## config.mk

```make
export PLATFORM = sky130hd
export DESIGN_NAME = fml_fault_monitor
export DESIGN_NICKNAME = d
export VERILOG_FILES = /design/src/design/fml_pkg.sv /design/src/design/fml_fault_monitor.sv
export SDC_FILE = /design/constraint.sdc
export NUM_CORES = 1
export LEC_CHECK = 0
export ABC_AREA = 1
export BUFFER_PORTS_ARGS = -buffer_cell sky130_fd_sc_hd__clkbuf_2
export CORE_ASPECT_RATIO = 1.1
export CORE_MARGIN = 8
export CORE_UTILIZATION = 64
export DETAILED_ROUTE_END_ITERATION = 10
export PLACE_DENSITY = 0.88
export SYNTH_ARGS = -nofsm -noshare
export SYNTH_HDL_FRONTEND = slang
export SYNTH_SLANG_ARGS = --single-unit
export TNS_END_PERCENT = 50
```

## constraint.sdc

```tcl
create_clock -name clock_i -period 3 [get_ports clock_i]
set_input_delay 0.45 -clock clock_i [delete_from_list [all_inputs] [get_ports clock_i]]
set_output_delay 0.45 -clock clock_i [all_outputs]
set_load 0.03 [all_outputs]
```

## src/design/fml_pkg.sv

```systemverilog
// package: register map, fault layout, reply characters and timing for the fault monitor
package fml_pkg;

	// ----------------------------------------
	// clock and timing
	// ----------------------------------------
	localparam int unsigned CLK_HZ = 250_000_000;
	localparam int unsigned CYC_PER_MS = CLK_HZ / 1000;
	localparam int unsigned HB_PERIOD_MS = 1000;
	localparam int unsigned HB_BURST_MS = 50;
	localparam int unsigned IDLE_MS = 100;
	localparam int unsigned BLUE_PULSE_MS = 20;
	localparam int unsigned YEL_HALF_MS = 250;
	localparam int unsigned HB_PERIOD_CYC = HB_PERIOD_MS * CYC_PER_MS;
	localparam int unsigned HB_BURST_CYC = HB_BURST_MS * CYC_PER_MS;
	localparam int unsigned IDLE_CYC = IDLE_MS * CYC_PER_MS;
	localparam int unsigned BLUE_PULSE_CYC = BLUE_PULSE_MS * CYC_PER_MS;
	localparam int unsigned YEL_HALF_CYC = YEL_HALF_MS * CYC_PER_MS;
	localparam int unsigned STEP_DIV_W = 4;

	// ----------------------------------------
	// fault thresholds
	// ----------------------------------------
	localparam logic [7:0] TEMP_MAX_C = 8'h64;

	// ----------------------------------------
	// register byte addresses
	// ----------------------------------------
	localparam logic [7:0] ADDR_CTRL = 8'h00;
	localparam logic [7:0] ADDR_FAULT = 8'h04;
	localparam logic [7:0] ADDR_REPLY0 = 8'h08;
	localparam logic [7:0] ADDR_REPLY1 = 8'h0C;
	localparam logic [7:0] ADDR_REPLY2 = 8'h10;
	localparam logic [7:0] ADDR_IRQ_STATUS = 8'h14;
	localparam logic [7:0] ADDR_IRQ_CLEAR = 8'h18;
	localparam logic [7:0] ADDR_IRQ_ENABLE = 8'h1C;
	localparam logic [7:0] ADDR_LED = 8'h20;

	localparam int unsigned CTRL_PROG_BIT = 0;
	localparam logic CTRL_RESET = 1'h0;
	localparam int unsigned IRQ_W = 6;
	localparam int unsigned IRQ_CLEARED_BIT = 5;
	localparam logic [IRQ_W-1:0] IRQ_RESET = 6'h00;

	// ----------------------------------------
	// reply characters
	// ----------------------------------------
	localparam logic [7:0] CH_FUSE = 8'h46;
	localparam logic [7:0] CH_TEMP = 8'h54;
	localparam logic [7:0] CH_MOTOR = 8'h56;
	localparam logic [7:0] CH_IO = 8'h49;
	localparam logic [7:0] CH_OCUR = 8'h43;
	localparam logic [7:0] CH_DASH = 8'h2D;
	localparam logic [7:0] CH_SLASH = 8'h2F;

	// ----------------------------------------
	// carriers
	// ----------------------------------------
	typedef struct packed {
		logic fuse;
		logic temp;
		logic motor_over;
		logic io_over;
		logic ocur;
	} fml_flt_t;

	typedef struct packed {
		logic red;
		logic green;
		logic blue;
	} fml_led_t;

	typedef enum logic [2:0] {
		ST_NORMAL = 3'h1,
		ST_FLT_STEADY = 3'h2,
		ST_FLT_MOTION = 3'h4
	} fml_state_t;

	// nine characters, first one in the low byte
	function automatic logic [71:0] fml_reply(input fml_flt_t f);
		fml_reply = {f.ocur ? CH_OCUR : CH_DASH, CH_SLASH,
			f.io_over ? CH_IO : CH_DASH, CH_SLASH,
			f.motor_over ? CH_MOTOR : CH_DASH, CH_SLASH,
			f.temp ? CH_TEMP : CH_DASH, CH_SLASH,
			f.fuse ? CH_FUSE : CH_DASH};
	endfunction

endpackage
```

## src/design/fml_fault_monitor.sv

```systemverilog
// fault supervision, fault reply and status indicator, reached over APB
module fml_fault_monitor
	import fml_pkg::*;
#(
	parameter int unsigned HB_PERIOD = HB_PERIOD_CYC,
	parameter int unsigned HB_BURST = HB_BURST_CYC,
	parameter int unsigned IDLE_TIME = IDLE_CYC,
	parameter int unsigned BLUE_PULSE = BLUE_PULSE_CYC,
	parameter int unsigned YEL_HALF = YEL_HALF_CYC
) (
	input wire logic clock_i,
	input wire logic reset_n_i,
	input wire logic psel_i,
	input wire logic penable_i,
	input wire logic pwrite_i,
	input wire logic [7:0] paddr_i,
	input wire logic [31:0] pwdata_i,
	output logic [31:0] prdata_o,
	output logic pready_o,
	output logic pslverr_o,
	input wire logic fuse_open_i,
	input wire logic motor_supply_voltage_over_i,
	input wire logic io_reference_voltage_over_i,
	input wire logic overcurrent_i,
	input wire logic [7:0] temperature_i,
	input wire logic step_i,
	input wire logic motion_request_i,
	input wire logic host_comm_i,
	output logic system_fault_o,
	output logic led_red_o,
	output logic led_green_o,
	output logic led_blue_o,
	output logic irq_o
);

	// ----------------------------------------
	// pin synchronisers
	// ----------------------------------------
	logic [4:0] pin_s1;
	logic [4:0] pin_s2;
	logic step_d;

	always_ff @(posedge clock_i) begin
		if (!reset_n_i) begin
			pin_s1 <= 5'h00;
			pin_s2 <= 5'h00;
		end else begin
			pin_s1 <= {fuse_open_i, motor_supply_voltage_over_i, io_reference_voltage_over_i,
				overcurrent_i, step_i};
			pin_s2 <= pin_s1;
		end
	end

	always_ff @(posedge clock_i) begin
		if (!reset_n_i) begin
			step_d <= 1'b0;
		end else begin
			step_d <= pin_s2[0];
		end
	end

	logic step_evt;
	assign step_evt = pin_s2[0] & ~step_d;

	// ----------------------------------------
	// fault flags
	// ----------------------------------------
	fml_flt_t flt;
	fml_flt_t flt_d;
	logic sys_fault;

	// sampled every cycle, never latched: the flags follow the live condition
	always_ff @(posedge clock_i) begin
		if (!reset_n_i) begin
			flt <= '0;
		end else begin
			flt.fuse <= pin_s2[4];
			flt.temp <= (temperature_i > TEMP_MAX_C);
			flt.motor_over <= pin_s2[3];
			flt.io_over <= pin_s2[2];
			flt.ocur <= pin_s2[1];
		end
	end

	always_ff @(posedge clock_i) begin
		if (!reset_n_i) begin
			sys_fault <= 1'b0;
			flt_d <= '0;
		end else begin
			sys_fault <= |flt;
			flt_d <= flt;
		end
	end

	assign system_fault_o = sys_fault;

	// ----------------------------------------
	// register file
	// ----------------------------------------
	logic prog_mode;
	logic [IRQ_W-1:0] irq_status;
	logic [IRQ_W-1:0] irq_enable;
	logic [IRQ_W-1:0] irq_set;
	logic [IRQ_W-1:0] irq_clr;
	logic [71:0] reply;
	logic setup;
	logic access;
	logic wr;
	logic hit;
	logic [31:0] next_rdata;
	fml_led_t led;

	assign setup = psel_i & ~penable_i;
	assign access = psel_i & penable_i;
	assign reply = fml_reply(flt);

	always_comb begin
		hit = 1'b1;
		next_rdata = 32'h0000_0000;
		if (paddr_i == ADDR_CTRL) begin
			next_rdata[CTRL_PROG_BIT] = prog_mode;
		end else if (paddr_i == ADDR_FAULT) begin
			next_rdata[4:0] = flt;
		end else if (paddr_i == ADDR_REPLY0) begin
			next_rdata = reply[31:0];
		end else if (paddr_i == ADDR_REPLY1) begin
			next_rdata = reply[63:32];
		end else if (paddr_i == ADDR_REPLY2) begin
			next_rdata[7:0] = reply[71:64];
		end else if (paddr_i == ADDR_IRQ_STATUS) begin
			next_rdata[IRQ_W-1:0] = irq_status;
		end else if (paddr_i == ADDR_IRQ_CLEAR) begin
			next_rdata = 32'h0000_0000;
		end else if (paddr_i == ADDR_IRQ_ENABLE) begin
			next_rdata[IRQ_W-1:0] = irq_enable;
		end else if (paddr_i == ADDR_LED) begin
			next_rdata[2:0] = led;
		end else begin
			hit = 1'b0;
		end
	end

	// zero wait states: read data is captured in the setup cycle
	assign pready_o = access;
	assign pslverr_o = access & ~hit;
	assign wr = access & pwrite_i & hit;

	always_ff @(posedge clock_i) begin
		if (!reset_n_i) begin
			prdata_o <= 32'h0000_0000;
		end else if (setup) begin
			prdata_o <= pwrite_i ? 32'h0000_0000 : next_rdata;
		end
	end

	always_ff @(posedge clock_i) begin
		if (!reset_n_i) begin
			prog_mode <= CTRL_RESET;
		end else if (wr && paddr_i == ADDR_CTRL) begin
			prog_mode <= pwdata_i[CTRL_PROG_BIT];
		end
	end

	always_ff @(posedge clock_i) begin
		if (!reset_n_i) begin
			irq_enable <= IRQ_RESET;
		end else if (wr && paddr_i == ADDR_IRQ_ENABLE) begin
			irq_enable <= pwdata_i[IRQ_W-1:0];
		end
	end

	// ----------------------------------------
	// interrupts
	// ----------------------------------------
	assign irq_set = {(|flt_d) & ~(|flt), flt & ~flt_d};
	assign irq_clr = (wr && paddr_i == ADDR_IRQ_CLEAR) ? pwdata_i[IRQ_W-1:0] : IRQ_RESET;

	// a new event in the clearing cycle survives
	always_ff @(posedge clock_i) begin
		if (!reset_n_i) begin
			irq_status <= IRQ_RESET;
		end else begin
			irq_status <= (irq_status & ~irq_clr) | irq_set;
		end
	end

	assign irq_o = |(irq_status & irq_enable);

	// ----------------------------------------
	// indicator timing
	// ----------------------------------------
	logic [31:0] hb_cnt;
	logic [31:0] idle_cnt;
	logic [31:0] blue_cnt;
	logic [31:0] yel_cnt;
	logic yel_phase;
	logic [STEP_DIV_W-1:0] step_div;
	logic moving;

	always_ff @(posedge clock_i) begin
		if (!reset_n_i) begin
			hb_cnt <= 32'h0000_0000;
		end else if (hb_cnt >= HB_PERIOD - 1) begin
			hb_cnt <= 32'h0000_0000;
		end else begin
			hb_cnt <= hb_cnt + 32'h0000_0001;
		end
	end

	// faster stepping toggles the top bit sooner
	always_ff @(posedge clock_i) begin
		if (!reset_n_i) begin
			step_div <= '0;
		end else if (step_evt) begin
			step_div <= step_div + 1'b1;
		end
	end

	always_ff @(posedge clock_i) begin
		if (!reset_n_i) begin
			idle_cnt <= IDLE_TIME;
		end else if (step_evt) begin
			idle_cnt <= 32'h0000_0000;
		end else if (idle_cnt < IDLE_TIME) begin
			idle_cnt <= idle_cnt + 32'h0000_0001;
		end
	end

	assign moving = (idle_cnt < IDLE_TIME);

	always_ff @(posedge clock_i) begin
		if (!reset_n_i) begin
			blue_cnt <= 32'h0000_0000;
		end else if (host_comm_i) begin
			blue_cnt <= BLUE_PULSE;
		end else if (blue_cnt != 32'h0000_0000) begin
			blue_cnt <= blue_cnt - 32'h0000_0001;
		end
	end

	always_ff @(posedge clock_i) begin
		if (!reset_n_i) begin
			yel_cnt <= 32'h0000_0000;
			yel_phase <= 1'b0;
		end else if (yel_cnt >= YEL_HALF - 1) begin
			yel_cnt <= 32'h0000_0000;
			yel_phase <= ~yel_phase;
		end else begin
			yel_cnt <= yel_cnt + 32'h0000_0001;
		end
	end

	// ----------------------------------------
	// indicator state machine
	// ----------------------------------------
	fml_state_t state;
	fml_state_t next_state;
	fml_led_t next_led;

	always_comb begin
		case ({sys_fault, motion_request_i})
			2'b10: next_state = ST_FLT_STEADY;
			2'b11: next_state = ST_FLT_MOTION;
			default: next_state = ST_NORMAL;
		endcase
	end

	always_ff @(posedge clock_i) begin
		if (!reset_n_i) begin
			state <= ST_NORMAL;
		end else begin
			state <= next_state;
		end
	end

	always_comb begin
		next_led = '0;
		case (state)
			ST_FLT_STEADY: begin
				next_led.red = 1'b1;
			end
			ST_FLT_MOTION: begin
				next_led.red = 1'b1;
				next_led.green = yel_phase;
			end
			default: begin
				next_led.green = moving ? step_div[STEP_DIV_W-1] : (hb_cnt < HB_BURST);
				next_led.blue = prog_mode | (blue_cnt != 32'h0000_0000);
			end
		endcase
	end

	always_ff @(posedge clock_i) begin
		if (!reset_n_i) begin
			led <= '0;
		end else begin
			led <= next_led;
		end
	end

	assign led_red_o = led.red;
	assign led_green_o = led.green;
	assign led_blue_o = led.blue;

	// ----------------------------------------
	// assertions
	// ----------------------------------------
	a_fault_aggregate: assert property (@(posedge clock_i) disable iff (!reset_n_i)
		(flt != 5'h00) |=> sys_fault)
		else $error("system fault not raised");

	a_fault_clear: assert property (@(posedge clock_i) disable iff (!reset_n_i)
		(flt == 5'h00) |=> !sys_fault)
		else $error("system fault raised without cause");

	a_fuse_flag: assert property (@(posedge clock_i) disable iff (!reset_n_i)
		fuse_open_i [*3] |=> flt.fuse)
		else $error("fuse flag missing");

	a_temp_flag: assert property (@(posedge clock_i) disable iff (!reset_n_i)
		##1 flt.temp == ($past(temperature_i) > TEMP_MAX_C))
		else $error("overtemp flag wrong");

	a_motor_flag: assert property (@(posedge clock_i) disable iff (!reset_n_i)
		motor_supply_voltage_over_i [*3] |=> flt.motor_over)
		else $error("motor supply flag missing");

	a_io_flag: assert property (@(posedge clock_i) disable iff (!reset_n_i)
		io_reference_voltage_over_i [*3] |=> flt.io_over)
		else $error("io reference flag missing");

	a_ocur_flag: assert property (@(posedge clock_i) disable iff (!reset_n_i)
		overcurrent_i [*3] |=> flt.ocur)
		else $error("overcurrent flag missing");

	a_reply_fuse: assert property (@(posedge clock_i) disable iff (!reset_n_i)
		(setup && !pwrite_i && paddr_i == ADDR_REPLY0) |=>
		prdata_o[7:0] == ($past(flt.fuse) ? CH_FUSE : CH_DASH) && prdata_o[15:8] == CH_SLASH)
		else $error("reply field wrong");

	a_reply_live: assert property (@(posedge clock_i) disable iff (!reset_n_i)
		(setup && !pwrite_i && paddr_i == ADDR_FAULT) |=> prdata_o[4:0] == $past(flt))
		else $error("live fault read wrong");

	a_fault_red: assert property (@(posedge clock_i) disable iff (!reset_n_i)
		sys_fault |=> ##1 led.red && !led.blue)
		else $error("fault not shown red");

	a_steady_red: assert property (@(posedge clock_i) disable iff (!reset_n_i)
		(state == ST_FLT_STEADY) |=> led.red && !led.green && !led.blue)
		else $error("steady red broken");

	a_yellow_flash: assert property (@(posedge clock_i) disable iff (!reset_n_i)
		(state == ST_FLT_MOTION) |=> led.red && led.green == $past(yel_phase))
		else $error("yellow flash broken");

	a_no_fault_blue: assert property (@(posedge clock_i) disable iff (!reset_n_i)
		(state != ST_NORMAL) |=> !led.blue)
		else $error("mode shown during fault");

	a_prog_blue: assert property (@(posedge clock_i) disable iff (!reset_n_i)
		(state == ST_NORMAL && prog_mode) |=> led.blue)
		else $error("program mode not blue");

	a_comm_blue: assert property (@(posedge clock_i) disable iff (!reset_n_i)
		(host_comm_i && next_state == ST_NORMAL) |=> ##1 led.blue || state != ST_NORMAL)
		else $error("traffic not shown blue");

	a_idle_burst: assert property (@(posedge clock_i) disable iff (!reset_n_i)
		(state == ST_NORMAL && !moving) |=> led.green == ($past(hb_cnt) < HB_BURST))
		else $error("idle burst wrong");

	a_step_divide: assert property (@(posedge clock_i) disable iff (!reset_n_i)
		step_evt |=> step_div == $past(step_div) + 1'b1)
		else $error("step divider stalled");

	a_hb_wrap: assert property (@(posedge clock_i) disable iff (!reset_n_i)
		(hb_cnt >= HB_PERIOD - 1) |=> hb_cnt == 32'h0000_0000)
		else $error("heartbeat counter wrap wrong");

	a_irq_sticky: assert property (@(posedge clock_i) disable iff (!reset_n_i)
		(irq_status[0] && irq_clr[0] == 1'b0) |=> irq_status[0])
		else $error("status bit lost");

endmodule // fml_fault_monitor

```

==> results.cfg <==
[run_status]
result_of_the_run = complete, no violations

[placement]
io_port_bufs = 63
dpl.hpwl_mm = 15.2
dp.cells = 1578
gp_congestion = 0.933
placed_cell_area_um2 = 9700

[clock_tree]
post_cts_hold_buffer_count = 0
cts_max_path_buffers = 2
sink_count_of_the_clock_tree = 187
tritoncts_clock_tree = done
clock_tree.root_cell = sky130_fd_sc_hd__clkbuf_16
clock_insertion_delay_worst_skew_ns = 0.43
h_tree_depth = 4
cts_bufs_inserted = 17
cts_setup_buffers = 0
clk_pin_slew_worst_paths_ns = 0.07
cts_resized = 0

[routing]
remaining_routing_drc_violations = 0
dr.first_iter.drc_count = 641
detail_route.vias_per_cell = 5.31
antenna_violating_nets_post_route = 0
drt_pass1_iterations = 6
postRouteWirelength_mm = 20.7
route.vias.total = 8553
post_drt_wl_per_cell_um = 12.9

[die]
die_w_um = 131
floorplan.initialDensity_pct = 65.0
core_area_um2 = 14300
io_pins = 99
die_y_um = 143
num_rows = 46
fp.dieArea_um2 = 18700

[timing]
timing.final.crit_period_ns = 2.13
maxSlewViolCount = 0
clock_skew_ns = 0.00982
setup_tns_ns = 0
finalSetupViolations = 0
rsz0062_at_grt = no
tightestPinTransition_ns = 0.765
max_slew_margin_pct = 49.0
hold_viol = 0
finalCritPeriodShare_pct = 70.8
max_freq_ghz = 0.471

[yosys]
yosys_register_bits = 187
netlist.top_cell.by_area = sky130_fd_sc_hd__dfxtp_1
postSynthAreaPerCell_um2 = 6.93
synth.yosys.warnings = 0
synthCells = 1345
yosysSeqAreaShare_pct = 40.2
synth_largest_type_area_fraction_pct = 40.2
netlist_top_cells_area = sky130_fd_sc_hd__dfxtp_1, sky130_fd_sc_hd__nand2_1, sky130_fd_sc_hd__nor2_1
synth.lib_cells_used.distinct = 48
synth.cell_area_um2 = 9320

[finish]
design_area_um2 = 10300
proportion_of_layout_cells_with_a_drive_suffix_above_1_pct = 11.2
synth_to_final_area_change_pct = 10.2
final_common_cell = sky130_fd_sc_hd__nand2_1
diodes = 0
mostFrequentLayoutCells = sky130_fd_sc_hd__nand2_1, sky130_fd_sc_hd__nor2_1, sky130_fd_sc_hd__dfxtp_1
design.final.nets = 1470
instances_no_fill = 1610

[pwr]
peakVddDrop_uv = 437
power-per-cell-area_nw_per_um2 = 577
total_leakage_power_nw = 4.52
total_power_mw = 5.92

[worst_setup_path]
critical_path_required_ns = 2.55
timing.critical_path.arrival_ns = 1.68
critical_path_peak_fanout = 7
cp-start-kind = primary input
critPathCaptureType = primary output
path_class = primary input to primary output

[grt]
grt_start_max_net_pins = 30
grt.total_usage_pct = 22.6
first_global_vias = 7981
grt_first_pass_wirelength_mm = 34.7
globalRoute.totalOverflow = 0
grt_antenna_before_repair = 0

[flow_run]
number_of_violations_of_the_max_capacitance_limit = 0

[min_path]
worst_hold_path_class = primary input to register
synth_stat cells, drive strengths merged:
cell type	number
nor3	44
nand3	76
and3	6
conb	1
a31oi	3
xnor2	23
o21a	3
nor2	252
clkinv	1
o211ai	8
xor2	49
a31o	2
a221oi	1
dfxtp	187
inv	168
o221ai	1
a21oi	55
nand3b	5
a21o	1
buf	30
o22ai	2
nand4	36
nor4	7
o31ai	1
a32oi	1
ha	5
o311ai	1
clkbuf	14
nor3b	9
o21ai	22
nand2	315
o21bai	3
or2	11
or3	2
per-stage QoR:
stage / hold WS (ns) / worst slack [ns] / utilization [%]
2_1_floorplan: 0.390 / 1.08 / -
3_3_place_gp: 0.394 / 0.915 / 67.7
3_5_place_dp: 0.400 / 0.896 / 67.7
4_1_cts: 0.185 / 0.890 / 71.7
5_1_grt: 0.197 / 0.573 / 71.7
6_report: 0.189 / 0.875 / 71.7
power by group:
part	switching [mW]	internal, mW
Sequential	0.146	2.62
Clock	1.04	1.14
Combinational	0.653	0.319
Total	1.84	4.08
registers in the layout, summed over array words and instances, names as in the netlist, 3 cells and up:
signal,flops
hb_cnt,32
state,3
pin_s1,5
step_div,4
yel_cnt,32
flt_d,5
blue_cnt,32
flt,5
idle_cnt,32
irq_status,6
irq_enable,6
prdata_o,13
pin_s2,5
path summary, 6_finish.rpt:
| check | slack, ns | cells past startpoint | start | to |
|---|---|---|---|---|
| max | 0.87 | 10 | paddr_i[7] | pslverr_o |
| min | 0.19 | 2 | motion_request_i | state[1]$_SDFF_PN0_ |
| max reg2reg | 0.89 | 8 | blue_cnt[0]$_SDFFE_PP0P_ | blue_cnt[30]$_SDFFE_PP0P_ |
| min reg2reg | 0.42 | 2 | pin_s2[2]$_SDFF_PN0_ | flt[1]$_SDFF_PN0_ |
layout make-up:
type / instances / area, um^2
multi-input cells: 963 / 4740
repair buffers: 67 / 345
fillers: 1216 / 4060
inverters: 169 / 634
flip-flops and latches: 187 / 3740
clock inverters: 13 / 120
clock buffers: 19 / 453
well taps: 192 / 240
worst max-delay path, cell delays in order:
cell                       delay, ns
sky130_fd_sc_hd__clkbuf_2       0.09
sky130_fd_sc_hd__inv_1          0.04
sky130_fd_sc_hd__nand2_1        0.11
sky130_fd_sc_hd__nor2_2         0.09
sky130_fd_sc_hd__nand2_1        0.19
sky130_fd_sc_hd__nand2_1        0.09
sky130_fd_sc_hd__nor2_1         0.13
sky130_fd_sc_hd__nand3_2        0.15
sky130_fd_sc_hd__nor2_1         0.12
sky130_fd_sc_hd__clkbuf_2       0.21
cell families (layout without fill, tap and decap cells):
kind of cell | after synthesis | count (layout) | share of synthesized area (%)
AO/OA/AOI/OAI | 104 | 104 | 6.44
XOR/XNOR | 72 | 72 | 6.77
adder cells (fa/ha/maj) | 5 | 5 | 0.671
buffers and inverters | 213 | 268 | 9.73
flip-flops | 187 | 187 | 40.2
other | 1 | 19 | 0.0402
AND/OR/NAND/NOR | 763 | 763 | 36.2
routing by layer:
layer | global-route usage [%] | vias to the layer above | part of all wire (%)
li1 | - | 4347 | -
met2 | 39.1 | 267 | 49
met1 | 26.8 | 3893 | 43
met3 | 4.24 | 46 | 6.1
met4 | 8.53 | 0 | 2.0
met5 | 0 | - | 0
No activity file was read; power rests on OpenSTA's default activity.
